$ cat src/rtl/gvc_pkg.sv
// package: constants, register map and types for the gateway value converter
package gvc_pkg;
   // register index map on the plain register port (byte address = index)
   localparam logic [3:0] REG_MODE      = 4'h0; // converter mode and options
   localparam logic [3:0] REG_ONVAL     = 4'h1; // on value / scene
   localparam logic [3:0] REG_OFFVAL    = 4'h2; // off value / scene
   localparam logic [3:0] REG_THRESH    = 4'h3; // threshold, signed
   localparam logic [3:0] REG_PCTLO     = 4'h4; // output for 0 percent
   localparam logic [3:0] REG_PCTHI     = 4'h5; // output for 100 percent
   localparam logic [3:0] REG_SCALE     = 4'h6; // scaling factor, signed 8.8
   localparam logic [3:0] REG_CYCLE     = 4'h7; // cycle time in milliseconds
   localparam logic [3:0] REG_ADDRCFG   = 4'h8; // address convention and value
   localparam logic [3:0] REG_ADDRRES   = 4'h9; // resolved function code and address
   localparam logic [3:0] REG_OUTVAL    = 4'hA; // last converted output
   localparam logic [3:0] REG_MSTAT     = 4'hB; // master request status

   // mode register field positions
   localparam int MODE_LSB      = 0;  // 2-bit converter function
   localparam int ONACT_BIT     = 2;  // send on value
   localparam int OFFACT_BIT    = 3;  // send off value
   localparam int INVERT_BIT    = 4;  // invert binary
   localparam int OUTBIN_BIT    = 5;  // output is single bit
   localparam int CYCEN_BIT     = 6;  // cyclic sending enabled
   localparam int HIACT_LSB     = 8;  // 2-bit higher action
   localparam int EQACT_LSB     = 10; // 2-bit match action
   localparam int LOACT_LSB     = 12; // 2-bit lower action
   localparam int INTYPE_LSB    = 14; // 2-bit input type

   // address config fields
   localparam int ACFG_VAL_LSB  = 0;  // 16-bit configured address
   localparam int ACFG_CONV_LSB = 16; // 2-bit convention
   localparam int ACFG_WR_BIT   = 18; // write access
   localparam int ACFG_MULT_BIT = 19; // multiple write
   localparam int ACFG_TYPE_LSB = 20; // 2-bit type for plain conventions

   // reset values
   localparam logic [31:0] MODE_RST  = 32'h0000_0000;
   localparam logic [31:0] WORD_RST  = 32'h0000_0000;
   localparam logic [31:0] CYCLE_RST = 32'h0000_03E8;
   localparam logic [31:0] SCALE_RST = 32'h0000_0100;

   // timing
   localparam int CLK_HZ          = 40_000_000;
   localparam int RESP_TIMEOUT_S  = 1;
   localparam int RESP_TIMEOUT_CY = CLK_HZ * RESP_TIMEOUT_S;
   localparam int MS_CY           = CLK_HZ / 1000;
   localparam logic [1:0] RETRY_MAX = 2'h2;

   // five-digit decimal bases
   localparam logic [16:0] DEC_COIL  = 17'h00001;
   localparam logic [16:0] DEC_DISC  = 17'h02711;
   localparam logic [16:0] DEC_INREG = 17'h07531;
   localparam logic [16:0] DEC_HOLD  = 17'h09C41;
   localparam logic [16:0] DEC_SPAN  = 17'h0270F;

   // function codes
   localparam logic [7:0] FC_RD_COIL  = 8'h01;
   localparam logic [7:0] FC_RD_DISC  = 8'h02;
   localparam logic [7:0] FC_RD_HOLD  = 8'h03;
   localparam logic [7:0] FC_RD_INREG = 8'h04;
   localparam logic [7:0] FC_WR_COIL  = 8'h05;
   localparam logic [7:0] FC_WR_HOLD  = 8'h06;
   localparam logic [7:0] FC_WM_COIL  = 8'h0F;
   localparam logic [7:0] FC_WM_HOLD  = 8'h10;
   localparam logic [7:0] FC_NONE     = 8'h00;

   typedef enum logic [1:0] {GVC_BINARY, GVC_THRESH, GVC_PERCENT, GVC_SCALING} gvc_mode_type;
   typedef enum logic [1:0] {GVC_ACT_NONE, GVC_ACT_ON, GVC_ACT_OFF} gvc_act_type;
   typedef enum logic [1:0] {GVC_IN_BIN, GVC_IN_PCT, GVC_IN_WORD, GVC_IN_S64} gvc_in_type;
   typedef enum logic [1:0] {GVC_CONV_DEC5, GVC_CONV_PREFIX, GVC_CONV_ZERO, GVC_CONV_ONE}
      gvc_conv_type;
   typedef enum logic [1:0] {GVC_RT_COIL, GVC_RT_DISC, GVC_RT_INREG, GVC_RT_HOLD} gvc_rt_type;
endpackage

$ cat src/rtl/gvc_top.sv
// gateway value converter: value conversion, address mapping, master retry timing
`timescale 1ns/10ps
module gvc_top #(
   parameter int RESP_TIMEOUT_CYCLES = gvc_pkg::RESP_TIMEOUT_CY, // response timeout
   parameter int MS_CYCLES           = gvc_pkg::MS_CY            // cycles per millisecond
) (
   input  wire logic        sys_clk_i,    // system clock, 40 MHz
   input  wire logic        rst_i,        // synchronous reset, active high
   input  wire logic [3:0]  reg_addr_i,   // register index
   input  wire logic [31:0] reg_wdata_i,  // register write data
   input  wire logic        reg_wr_i,     // write strobe
   input  wire logic        reg_rd_i,     // read strobe
   output logic      [31:0] reg_rdata_o,  // read data, cycle after strobe
   input  wire logic        in_valid_i,   // input telegram arrived
   input  wire logic [31:0] in_value_i,   // input value (bit 0 for binary)
   output logic             out_send_o,   // output telegram pulse
   output logic      [31:0] out_value_o,  // output value
   input  wire logic        req_start_i,  // master request issued
   input  wire logic        resp_i,       // slave response received
   input  wire logic        ack_i,        // slave acknowledge received
   output logic             resend_o,     // resend the request pulse
   output logic             skip_page_o,  // skip page channels pulse
   output logic             req_busy_o,   // waiting for response
   output logic      [7:0]  fcode_o,      // resolved function code
   output logic      [15:0] paddr_o       // resolved protocol address
);
   // configuration registers
   logic [31:0] mode_ff, onval_ff, offval_ff, thresh_ff, pctlo_ff, pcthi_ff;
   logic [31:0] scale_ff, cycle_ff, acfg_ff, rdata_ff, outval_ff;
   logic        send_ff;                      // output pulse
   logic [31:0] cyc_ms_ff, cyc_sub_ff;        // cyclic timers
   logic [31:0] tmo_ff;                       // response timer
   logic [1:0]  retry_ff;                     // retries used
   logic        busy_ff, resend_ff, skip_ff;  // master state
   logic        skipped_ff;                   // sticky skip flag

   // decoded mode fields
   wire [1:0]  mode_w   = mode_ff[gvc_pkg::MODE_LSB +: 2];
   wire        on_act   = mode_ff[gvc_pkg::ONACT_BIT];
   wire        off_act  = mode_ff[gvc_pkg::OFFACT_BIT];
   wire        invert_w = mode_ff[gvc_pkg::INVERT_BIT];
   wire        outbin_w = mode_ff[gvc_pkg::OUTBIN_BIT];
   wire        cyc_en_w = mode_ff[gvc_pkg::CYCEN_BIT];
   wire [1:0]  intype_w = mode_ff[gvc_pkg::INTYPE_LSB +: 2];

   // map a threshold action to send flag and bit value
   function automatic logic [1:0] act_map(input logic [1:0] a);
      act_map = (a == 2'(gvc_pkg::GVC_ACT_ON))  ? 2'h3 :
                (a == 2'(gvc_pkg::GVC_ACT_OFF)) ? 2'h2 : 2'h0;
   endfunction

   // threshold comparison, signed
   wire        gt_w  = $signed(in_value_i) > $signed(thresh_ff);
   wire        eq_w  = in_value_i == thresh_ff;
   wire [1:0]  thr_w = gt_w ? act_map(mode_ff[gvc_pkg::HIACT_LSB +: 2]) :
                       eq_w ? act_map(mode_ff[gvc_pkg::EQACT_LSB +: 2]) :
                       act_map(mode_ff[gvc_pkg::LOACT_LSB +: 2]);
   // threshold refused for bit inputs and for the eight-byte signed input
   wire        thr_ok = outbin_w && intype_w != 2'(gvc_pkg::GVC_IN_BIN) &&
                        intype_w != 2'(gvc_pkg::GVC_IN_S64);

   // percent remap: lo + (hi-lo)*in/255, rounded to nearest
   wire signed [17:0] pspan = $signed({10'h0, pcthi_ff[7:0]}) -
                              $signed({10'h0, pctlo_ff[7:0]});
   wire signed [27:0] pprod = 28'(pspan * $signed({1'b0, in_value_i[7:0]}));
   wire signed [27:0] pround = pprod + (pprod < 0 ? -28'sh7F : 28'sh7F);
   wire signed [27:0] pquot  = pround / 28'shFF;
   wire [7:0]  pct_w = 8'(pquot + 28'($signed({20'h0, pctlo_ff[7:0]})));

   // scaling: signed input times 8.8 factor, full range, no clamping
   wire signed [63:0] sprod = $signed(in_value_i) * $signed(scale_ff);
   wire [31:0] scl_w = sprod[39:8];   // two's complement result unclamped
   // scaling only for word and eight-byte signed inputs, never binary or percent
   wire        scl_ok = intype_w == 2'(gvc_pkg::GVC_IN_WORD) ||
                        intype_w == 2'(gvc_pkg::GVC_IN_S64);

   // conversion result selection
   logic       conv_send;
   logic [31:0] conv_val;
   always_comb begin
      conv_send = 1'b0;
      conv_val  = outval_ff;
      case (mode_w)
         2'(gvc_pkg::GVC_BINARY): begin
            if (outbin_w) begin
               conv_send = 1'b1;
               conv_val  = {31'h0, in_value_i[0] ^ invert_w};
            end else if (in_value_i[0]) begin
               conv_send = on_act;
               conv_val  = onval_ff;
            end else begin
               conv_send = off_act;
               conv_val  = offval_ff;
            end
         end
         2'(gvc_pkg::GVC_THRESH): begin
            conv_send = thr_w[1] && thr_ok;
            conv_val  = {31'h0, thr_w[0]};
         end
         2'(gvc_pkg::GVC_PERCENT): begin
            conv_send = 1'b1;
            conv_val  = {24'h0, pct_w};
         end
         default: begin
            conv_send = !outbin_w && scl_ok;
            conv_val  = scl_w;
         end
      endcase
   end

   // cyclic repeat tick
   wire cyc_tick = cyc_en_w && cycle_ff != 32'h0 && cyc_ms_ff >= cycle_ff - 32'h1 &&
                   cyc_sub_ff == 32'(MS_CYCLES - 1);
   wire new_send = in_valid_i && conv_send;

   // address resolution
   wire [15:0] aval   = acfg_ff[gvc_pkg::ACFG_VAL_LSB +: 16];
   wire [1:0]  aconv  = acfg_ff[gvc_pkg::ACFG_CONV_LSB +: 2];
   wire        awr    = acfg_ff[gvc_pkg::ACFG_WR_BIT];
   wire        amult  = acfg_ff[gvc_pkg::ACFG_MULT_BIT];
   wire [16:0] aval17 = {1'b0, aval};
   wire [1:0]  dec_rt = aval17 >= gvc_pkg::DEC_HOLD  ? 2'(gvc_pkg::GVC_RT_HOLD) :
                        aval17 >= gvc_pkg::DEC_INREG ? 2'(gvc_pkg::GVC_RT_INREG) :
                        aval17 >= gvc_pkg::DEC_DISC  ? 2'(gvc_pkg::GVC_RT_DISC) :
                        2'(gvc_pkg::GVC_RT_COIL);
   wire [16:0] dec_base = dec_rt == 2'(gvc_pkg::GVC_RT_HOLD)  ? gvc_pkg::DEC_HOLD :
                          dec_rt == 2'(gvc_pkg::GVC_RT_INREG) ? gvc_pkg::DEC_INREG :
                          dec_rt == 2'(gvc_pkg::GVC_RT_DISC)  ? gvc_pkg::DEC_DISC :
                          gvc_pkg::DEC_COIL;
   wire [16:0] dec_idx  = aval17 - dec_base;                       // zero-based index
   // prefix: type in field, index 1..9999 in value
   wire [1:0]  rtype = aconv == 2'(gvc_pkg::GVC_CONV_DEC5) ? dec_rt :
                       acfg_ff[gvc_pkg::ACFG_TYPE_LSB +: 2];
   wire [15:0] paddr_w = aconv == 2'(gvc_pkg::GVC_CONV_DEC5) ? dec_idx[15:0] :
                         aconv == 2'(gvc_pkg::GVC_CONV_ZERO) ? aval :
                         aval - 16'h1;
   wire        aval_bad = (aconv != 2'(gvc_pkg::GVC_CONV_ZERO) && aval == 16'h0) ||
                          (aconv == 2'(gvc_pkg::GVC_CONV_DEC5) &&
                           dec_idx > gvc_pkg::DEC_SPAN - 17'h1) ||
                          (aconv == 2'(gvc_pkg::GVC_CONV_PREFIX) &&
                           aval17 > gvc_pkg::DEC_SPAN);
   logic [7:0] fc_w;
   always_comb begin
      case (rtype)
         2'(gvc_pkg::GVC_RT_COIL):
            fc_w = !awr ? gvc_pkg::FC_RD_COIL : amult ? gvc_pkg::FC_WM_COIL :
                   gvc_pkg::FC_WR_COIL;
         2'(gvc_pkg::GVC_RT_DISC):
            fc_w = awr ? gvc_pkg::FC_NONE : gvc_pkg::FC_RD_DISC;
         2'(gvc_pkg::GVC_RT_INREG):
            fc_w = awr ? gvc_pkg::FC_NONE : gvc_pkg::FC_RD_INREG;
         default:
            fc_w = !awr ? gvc_pkg::FC_RD_HOLD : amult ? gvc_pkg::FC_WM_HOLD :
                   gvc_pkg::FC_WR_HOLD;
      endcase
   end
   wire [7:0] fc_final = aval_bad ? gvc_pkg::FC_NONE : fc_w;

   // master timeout expiry
   wire tmo_hit = busy_ff && !resp_i && !ack_i && tmo_ff >= 32'(RESP_TIMEOUT_CYCLES - 1);

   // register read mux
   logic [31:0] rd_mux;
   always_comb begin
      case (reg_addr_i)
         gvc_pkg::REG_MODE:    rd_mux = mode_ff;
         gvc_pkg::REG_ONVAL:   rd_mux = onval_ff;
         gvc_pkg::REG_OFFVAL:  rd_mux = offval_ff;
         gvc_pkg::REG_THRESH:  rd_mux = thresh_ff;
         gvc_pkg::REG_PCTLO:   rd_mux = pctlo_ff;
         gvc_pkg::REG_PCTHI:   rd_mux = pcthi_ff;
         gvc_pkg::REG_SCALE:   rd_mux = scale_ff;
         gvc_pkg::REG_CYCLE:   rd_mux = cycle_ff;
         gvc_pkg::REG_ADDRCFG: rd_mux = acfg_ff;
         gvc_pkg::REG_ADDRRES: rd_mux = {8'h0, fc_final, paddr_w};
         gvc_pkg::REG_OUTVAL:  rd_mux = outval_ff;
         gvc_pkg::REG_MSTAT:   rd_mux = {27'h0, skipped_ff, retry_ff, busy_ff, 1'b0};
         default:              rd_mux = 32'h0;
      endcase
   end

   // register writes and read data
   always_ff @(posedge sys_clk_i) begin
      if (rst_i) begin
         mode_ff <= gvc_pkg::MODE_RST;   onval_ff <= gvc_pkg::WORD_RST;
         offval_ff <= gvc_pkg::WORD_RST; thresh_ff <= gvc_pkg::WORD_RST;
         pctlo_ff <= gvc_pkg::WORD_RST;  pcthi_ff <= gvc_pkg::WORD_RST;
         scale_ff <= gvc_pkg::SCALE_RST; cycle_ff <= gvc_pkg::CYCLE_RST;
         acfg_ff <= gvc_pkg::WORD_RST;   rdata_ff <= gvc_pkg::WORD_RST;
      end else begin
         rdata_ff <= reg_rd_i ? rd_mux : 32'h0;
         if (reg_wr_i) begin
            case (reg_addr_i)
               gvc_pkg::REG_MODE:    mode_ff   <= reg_wdata_i;
               gvc_pkg::REG_ONVAL:   onval_ff  <= reg_wdata_i;
               gvc_pkg::REG_OFFVAL:  offval_ff <= reg_wdata_i;
               gvc_pkg::REG_THRESH:  thresh_ff <= reg_wdata_i;
               gvc_pkg::REG_PCTLO:   pctlo_ff  <= reg_wdata_i;
               gvc_pkg::REG_PCTHI:   pcthi_ff  <= reg_wdata_i;
               gvc_pkg::REG_SCALE:   scale_ff  <= reg_wdata_i;
               gvc_pkg::REG_CYCLE:   cycle_ff  <= reg_wdata_i;
               gvc_pkg::REG_ADDRCFG: acfg_ff   <= reg_wdata_i;
               default: ;
            endcase
         end
      end
   end

   // output value, send pulse and cyclic timers
   always_ff @(posedge sys_clk_i) begin
      if (rst_i) begin
         outval_ff <= gvc_pkg::WORD_RST;
         send_ff   <= 1'b0;
         cyc_ms_ff <= 32'h0;
         cyc_sub_ff <= 32'h0;
      end else begin
         send_ff <= new_send || cyc_tick;
         if (new_send)
            outval_ff <= conv_val;
         if (!cyc_en_w || new_send || cyc_tick) begin              // restart cycle on send
            cyc_ms_ff <= 32'h0;
            cyc_sub_ff <= 32'h0;
         end else if (cyc_sub_ff == 32'(MS_CYCLES - 1)) begin
            cyc_sub_ff <= 32'h0;
            cyc_ms_ff <= cyc_ms_ff + 32'h1;
         end else
            cyc_sub_ff <= cyc_sub_ff + 32'h1;
      end
   end

   // master request timing and retries
   always_ff @(posedge sys_clk_i) begin
      if (rst_i) begin
         tmo_ff <= 32'h0; retry_ff <= 2'h0; busy_ff <= 1'b0;
         resend_ff <= 1'b0; skip_ff <= 1'b0; skipped_ff <= 1'b0;
      end else begin
         resend_ff <= 1'b0;
         skip_ff   <= 1'b0;
         if (reg_wr_i && reg_addr_i == gvc_pkg::REG_MSTAT && reg_wdata_i[4])
            skipped_ff <= 1'b0;
         if (req_start_i && !busy_ff) begin
            busy_ff <= 1'b1; tmo_ff <= 32'h0; retry_ff <= 2'h0;
         end else if (busy_ff) begin
            if (resp_i)
               busy_ff <= 1'b0;
            else if (ack_i)
               tmo_ff <= 32'h0;
            else if (tmo_hit) begin
               tmo_ff <= 32'h0;
               if (retry_ff == gvc_pkg::RETRY_MAX) begin
                  busy_ff <= 1'b0;
                  skip_ff <= 1'b1;
                  skipped_ff <= 1'b1;                              // set wins over clear
               end else begin
                  retry_ff <= retry_ff + 2'h1;
                  resend_ff <= 1'b1;
               end
            end else
               tmo_ff <= tmo_ff + 32'h1;
         end
      end
   end

   assign reg_rdata_o = rdata_ff;
   assign out_send_o  = send_ff;
   assign out_value_o = outval_ff;
   assign resend_o    = resend_ff;
   assign skip_page_o = skip_ff;
   assign req_busy_o  = busy_ff;
   assign fcode_o     = fc_final;
   assign paddr_o     = paddr_w;
endmodule // gvc_top

$ cat config.mk
export PLATFORM = sky130hd
export DESIGN_NAME = gvc_top
export DESIGN_NICKNAME = d
export VERILOG_FILES = /design/src/rtl/gvc_pkg.sv /design/src/rtl/gvc_top.sv
export SDC_FILE = /design/constraint.sdc
export NUM_CORES = 2
export LEC_CHECK = 0
export ABC_AREA = 0
export BUFFER_PORTS_ARGS = -buffer_cell sky130_fd_sc_hd__buf_4
export CORE_UTILIZATION = 50
export DETAILED_ROUTE_END_ITERATION = 8
export PLACE_DENSITY = 0.66
export SYNTH_ARGS = -nofsm -noshare
export SYNTH_HDL_FRONTEND = slang
export SYNTH_SLANG_ARGS = --single-unit
$ cat constraint.sdc
create_clock -name sys_clk_i -period 51.4 [get_ports sys_clk_i]
set_clock_uncertainty 0.1 [all_clocks]
set_input_delay 10.28 -clock sys_clk_i [delete_from_list [all_inputs] [get_ports sys_clk_i]]
set_output_delay 10.28 -clock sys_clk_i [all_outputs]
set_load 0.005 [all_outputs]
; After elaboration in Yosys (flattened, before gate mapping)
; Cells that the tools add are included.
[op_classes]
n_addsub = 10
multipliers = 2
div_mod_pow = 1
order_cmp = 9
n_eq_ne = 33
muxes = 49
bitwise_logic = 7
n_reduce_logical = 51
[op_table]
columns = operator, n
row1 = $pmux 32 s12, 1
row2 = $mux 32, 4
row3 = $add 32x1->32 const B, 3
row4 = $pmux 32 s3, 1
row5 = $mux 16, 3
row6 = $mul 32x32->40, 1
row7 = $eq 32x16->1 const B, 1
row8 = $eq 32x32->1, 1
row9 = $ge 32x26->1 const B, 1
row10 = $ge 32x32->1, 1
row11 = $gt 32x32->1, 1
row12 = $reduce_bool 32->1, 1
row13 = $sub 32x1->32 const B, 1
row14 = $add 18x28->28, 1
row15 = $div 28x9->28 const B, 1
row16 = $mux 28, 1
row17 = $mux 2, 12
row18 = $eq 2x2->1 const B, 11
row19 = $reduce_and 2->1, 10
row20 = $lt 18x1->1 const B, 1
row21 = $mul 9x9->18, 1
row22 = $gt 17x14->1 const B, 1
row23 = $logic_and 1x1->1, 17
row24 = $mux 1, 17
row25 = other kinds (35), 69
[word_totals]
regBits = 455
wordCells = 182

; Depth between registers and ports, before layout
[depth]
depth_word = 15
ltp_mapped = 87

; Worst setup path after synthesis
; Ideal clock, no wire load.
[synth_timing]
path_kind = input -> register
from = input in_value_i[0]
to = register outval_ff[7], in the netlist out_value_o[7]
arrival_ns = 28.068
required_ns = 51.183
slack_ns = 23.115
stages = 74
path_cell_list = clkbuf_1 > clkbuf_1 > clkbuf_1 > buf_1 > nand2_1 > fa_1 > xor2_1 > ha_1 > fa_1 > inv_1 > fa_1 > inv_1 > ha_1 > a21oi_1 > nor2b_1 > nor4_2 > a21oi_2 > xnor2_1 > [... 38 more ...] > nor4bb_1 > a21oi_1 > o21a_1 > ha_1 > nor2_1 > xnor2_1 > ha_1 > a21oi_1 > nand2_1 > a21o_1 > a21o_1 > a21o_1 > a21oi_1 > xnor2_1 > xnor2_1 > nor4_1 > a21oi_1 > a32o_1
[synth_via]
elab_chain_cells = 7
word_cells_on_any_way = 19
cone_classes = add/sub (2) / mul (2) / div (1) / order compare (2) / eq/ne (1) / mux (9) / reduce/logical (2)
[synth_lines]
columns = element, line_no
row1 = from (decl), gvc_top.sv:15  ; input wire logic [31:0] in_value_i,
row2 = $mul 9x9->18, gvc_top.sv:65  ; wire signed [27:0] pprod = 28'(pspan * $signed({1'b0, in_value_i[7:0]}));
row3 = $lt 18x1->1, gvc_top.sv:66  ; wire signed [27:0] pround = pprod + (pprod < 0 ? -28'sh7F : 28'sh7F);
row4 = $mux 28, gvc_top.sv:66
row5 = $add 18x28->28, gvc_top.sv:66
row6 = $div 28x9->28, gvc_top.sv:67  ; wire signed [27:0] pquot = pround / 28'shFF;
row7 = $add 8x8->8, gvc_top.sv:68  ; wire [7:0] pct_w = 8'(pquot + 28'($signed({20'h0, pctlo_ff[7:0]})));
row8 = $pmux 32 s3, gvc_top.sv:83  ; case (mode_w)
row9 = to (signal assigned), gvc_top.sv:212  ; outval_ff <= gvc_pkg::WORD_RST;
row10 = to (signal assigned), gvc_top.sv:219  ; outval_ff <= conv_val;
row11 = to (decl), gvc_top.sv:29  ; logic [31:0] scale_ff, cycle_ff, acfg_ff, rdata_ff, outval_ff;
; Several ways; a longest one is shown, not always the timed one.
; A chain may end at the register's enable or synchronous reset.

; Final worst setup path
; Ends and elaborated chain as after synthesis.

==> metrics.txt <==
# TYPE chip_impl_metric gauge
chip_impl_info{name="most-common-layout-cells",value="sky130_fd_sc_hd__nand2_1 (1332), sky130_fd_sc_hd__inv_1 (972), sky130_fd_sc_hd__fa_1 (705)"} 1
chip_impl_metric{name="count_of_pins_on_the_block_boundary",unit=""} 168
chip_impl_metric{name="critPathMaxFanout",unit=""} 37
chip_impl_info{name="critical_path_class",value="in -> reg"} 1
chip_impl_info{name="hold_path_class",value="reg -> reg"} 1
chip_impl_metric{name="route.detailed.drc",unit=""} 13
chip_impl_metric{name="r2r.worst_path.cells",unit=""} 74
chip_impl_metric{name="final.setup.worst_slack",unit="ns"} 22.16
chip_impl_info{name="cp_slowest_cell",value="sky130_fd_sc_hd__a311oi_1"} 1
chip_impl_metric{name="floorplan.initialDensity",unit="%"} 50.52
chip_impl_metric{name="layout-drive-gt1-share",unit="%"} 5.778
chip_impl_metric{name="tritoncts.num_buffers",unit=""} 42
chip_impl_metric{name="fillCellCount",unit=""} 10020
chip_impl_info{name="violations",value="design-rule violations"} 1
chip_impl_metric{name="area_growth_syn_to_layout",unit="%"} 6.221
chip_impl_metric{name="fin_setup_tns",unit="ns"} 0
chip_impl_metric{name="post_synth_num_cell_types",unit=""} 106
chip_impl_metric{name="cp_data_required_time",unit="ns"} 51.77
chip_impl_metric{name="syn-instance-count",unit=""} 6639
chip_impl_metric{name="final_antenna_net_count",unit=""} 0
chip_impl_metric{name="routed_wire_length_per_instance",unit="microns"} 21.01
chip_impl_metric{name="initialDrtViolationCount",unit=""} 4281
chip_impl_metric{name="max_cap_violations",unit=""} 0
chip_impl_metric{name="post_cts_resize_count",unit=""} 0
chip_impl_metric{name="port-buffer-count",unit=""} 164
chip_impl_metric{name="post_layout_min_period",unit="ns"} 29.24
chip_impl_metric{name="die_x",unit="microns"} 328.4
chip_impl_metric{name="setup-violations-final",unit=""} 0
chip_impl_info{name="crit_path_end_kind",value="flip-flop"} 1
chip_impl_metric{name="share_of_async_settable_or_async_resettable_flops_after_synthesis",unit="%"} 0
chip_impl_metric{name="ctsHtreeMaxLevel",unit=""} 2
chip_impl_metric{name="drt-met1-wl",unit="mm"} 70.60
chip_impl_info{name="main_combinational_cell_family_by_area_after_synthesis",value="adder cells"} 1
chip_impl_metric{name="dieHeight",unit="microns"} 328.4
chip_impl_metric{name="antenna_found_initial",unit=""} 7
chip_impl_metric{name="met3_wirelength",unit="mm"} 14.47
chip_impl_info{name="critical_path.startpoint_type",value="input port"} 1
chip_impl_metric{name="max_clock_freq",unit="MHz"} 34.20
chip_impl_metric{name="drt_pass1_iterations",unit=""} 9
chip_impl_metric{name="max_buffers_root_to_sink",unit=""} 3
chip_impl_metric{name="global_route.usage.total",unit="%"} 30.91
chip_impl_metric{name="syn_area",unit="sq um"} 53250
chip_impl_metric{name="avgSynthCellArea",unit="sq um"} 8.022
chip_impl_metric{name="synthesis.yosys.warnings",unit=""} 0
chip_impl_metric{name="clkSlewWorstSetupHoldPaths",unit="ns"} 0.07
chip_impl_metric{name="grt_first_pass_wirelength",unit="mm"} 261.9
chip_impl_info{name="postSynth.topFlopCell",value="sky130_fd_sc_hd__dfxtp_1"} 1
chip_impl_info{name="final_common_cell",value="sky130_fd_sc_hd__nand2_1"} 1
chip_impl_metric{name="area.sequential",unit="sq um"} 9109
chip_impl_info{name="highest_signal_layer",value="met5"} 1
chip_impl_metric{name="weighted_congestion_reported_at_the_end_of_routability_driven_placement",unit=""} 0.9212
chip_impl_metric{name="met2_wire_len",unit="mm"} 75.07
chip_impl_metric{name="hold_viol",unit=""} 0
chip_impl_metric{name="post_synth_xor_area_fraction",unit="%"} 4.800
chip_impl_metric{name="ys_ff_latch",unit=""} 455
chip_impl_metric{name="slew_viol_final",unit=""} 0
chip_impl_info{name="cts_tree",value="done"} 1
chip_impl_metric{name="design.core.area",unit="sq um"} 105400
chip_impl_metric{name="worst_skew_pair_later_pin_latency",unit="ns"} 0.58
chip_impl_metric{name="grt_pass1_vias",unit=""} 45270
chip_impl_metric{name="worst_slew_pin_slew",unit="ns"} 1.210
chip_impl_metric{name="post_cts_buffers",unit=""} 0
chip_impl_metric{name="min_period_over_period",unit="%"} 56.89
chip_impl_metric{name="worstHoldPathCells",unit=""} 2
chip_impl_metric{name="wl",unit="mm"} 166.3
chip_impl_metric{name="critical_path_at",unit="ns"} 29.61
chip_impl_metric{name="critical_path.max_stage_delay",unit="ns"} 0.71
chip_impl_metric{name="routed-via-count",unit=""} 45800
chip_impl_metric{name="place_ws",unit="ns"} 21.73
chip_impl_metric{name="synth_sequential_area_ratio",unit="%"} 17.10
chip_impl_metric{name="dp.final_hpwl",unit="mm"} 121.7
chip_impl_metric{name="cts_hold_repair.buffers",unit=""} 0
chip_impl_metric{name="finish.net_count",unit=""} 7587
chip_impl_metric{name="multi_input_area",unit="sq um"} 39020
chip_impl_metric{name="cts_sinks",unit=""} 455
chip_impl_metric{name="synth_edf_count",unit=""} 0
chip_impl_metric{name="area_enclosed_by_the_die_boundary",unit="sq um"} 107800
chip_impl_info{name="outcome",value="finished, violations left"} 1
chip_impl_metric{name="via_per_inst",unit=""} 5.784
chip_impl_metric{name="maxSlewHeadroom",unit="%"} 18.77
chip_impl_info{name="cts_root_buffer",value="sky130_fd_sc_hd__clkbuf_16"} 1
chip_impl_metric{name="synthMuxAreaShare",unit="%"} 1.607
chip_impl_metric{name="gr-total-overflow",unit=""} 0
chip_impl_info{name="unrepaired_setup_endpoints_after_global_routing",value="no"} 1
chip_impl_metric{name="synth_fa_ha_area_share",unit="%"} 33.79
chip_impl_metric{name="core_rows",unit=""} 119
chip_impl_metric{name="synthSimpleGateAreaFrac",unit="%"} 20.12
chip_impl_metric{name="synth_compound_gate_area_share",unit="%"} 12.75
chip_impl_metric{name="grt_max_degree",unit=""} 140
[per-stage QoR]
stage	hold WS [ns]	util [%]	instance area [sq um]	std cells
floorplan	0.3222	-	53260	6641
global placement	0.3411	52.37	55200	7843
detailed placement	0.3465	52.37	55200	7843
CTS	0.3554	53.66	56560	7916
global route	0.3678	53.66	56570	7918
finish	0.3550	53.66	56570	7918
[routing by layer]
layer  GRT usage, %  vias up
met1          42.81    22620
met5              0        -
met2          49.07     2007
met4          10.84        8
met3          4.716      347
li1               -    20820
[final cells by class]
cell class,instances,area share [%]
Multi-Input combinational cell,4801,68.99
Sequential cell,455,16.10
Inverter,974,6.463
Tap cell,1391,3.077
Timing Repair Buffer,222,2.959
Clock buffer,60,2.086
Clock inverter,13,0.3185
Antenna cell,2,0.008847
[cells in the mapped netlist, drive strengths merged, types with 23 or more instances]
| library cell | count | share of area [%] |
|---|---|---|
| and3 | 54 | 0.63 |
| a21oi | 441 | 4.2 |
| dfxtp | 455 | 17 |
| o211ai | 24 | 0.39 |
| and2 | 230 | 2.7 |
| buf | 23 | 0.22 |
| a21o | 41 | 0.58 |
| xnor2 | 202 | 3.3 |
| nand2b | 50 | 0.59 |
| nor2 | 310 | 2.2 |
| nor3 | 67 | 0.66 |
| nor2b | 50 | 0.59 |
| a31oi | 39 | 0.49 |
| nand3 | 81 | 0.76 |
| inv | 974 | 6.9 |
| a22oi | 63 | 0.89 |
| nor3b | 25 | 0.35 |
| o22ai | 30 | 0.35 |
| nand2 | 1337 | 9.4 |
| a22o | 47 | 0.77 |
| or3 | 27 | 0.32 |
| ha | 310 | 7.3 |
| xor2 | 89 | 1.5 |
| clkbuf | 388 | 2.7 |
| nor4 | 38 | 0.49 |
| a211oi | 24 | 0.42 |
| mux2i | 78 | 1.5 |
| nand4 | 42 | 0.52 |
| fa | 705 | 27 |
| a221oi | 54 | 0.89 |
| o21ai | 124 | 1.2 |
[flip-flops by register name, summed over array words and instances, names as in the netlist]
register     cells
resend_o         1
cycle_ff        32
onval_ff        32
retry_ff         2
cyc_sub_ff      32
tmo_ff          32
thresh_ff       32
acfg_ff         32
req_busy_o       1
pctlo_ff        32
scale_ff        32
out_send_o       1
out_value_o     32
offval_ff       32
skipped_ff       1
pcthi_ff        32
reg_rdata_o     32
cyc_ms_ff       32
mode_ff         32
skip_page_o      1
[critical path: cells and delay by family]
kind	cells	cell delay, ns
buffers and inverters	5	0.89
adders and majority gates	9	3.86
AOI/OAI and AO/OA	25	7.44
muxes	4	1.59
xor gates and xnor gates	5	0.90
and+or+nand+nor	17	4.57
[path summary, 6_finish.rpt]
| check | start | to | slack [ns] |
|---|---|---|---|
| max | in_value_i[0] | out_value_o[7]$_SDFFE_PP0P_ | 22.16 |
| min | mode_ff[22]$_SDFFE_PP0P_ | mode_ff[22]$_SDFFE_PP0P_ | 0.36 |
| max reg2reg | pctlo_ff[2]$_SDFFE_PP0P_ | out_value_o[7]$_SDFFE_PP0P_ | 29.71 |
| min reg2reg | mode_ff[22]$_SDFFE_PP0P_ | mode_ff[22]$_SDFFE_PP0P_ | 0.36 |
[logic make-up after synthesis]
kind of cell             after synthesis
AND/OR/NAND/NOR                     2371
buffers and inverters               1385
AO/OA/AOI/OAI                       1037
adder cells (fa/ha/maj)             1015
flip-flops                           455
XOR/XNOR                             291
multiplexers                          84
other                                  1
Power is not shown: default switching activity piles up to over one toggle a cycle in this logic, so the estimate is an artifact.
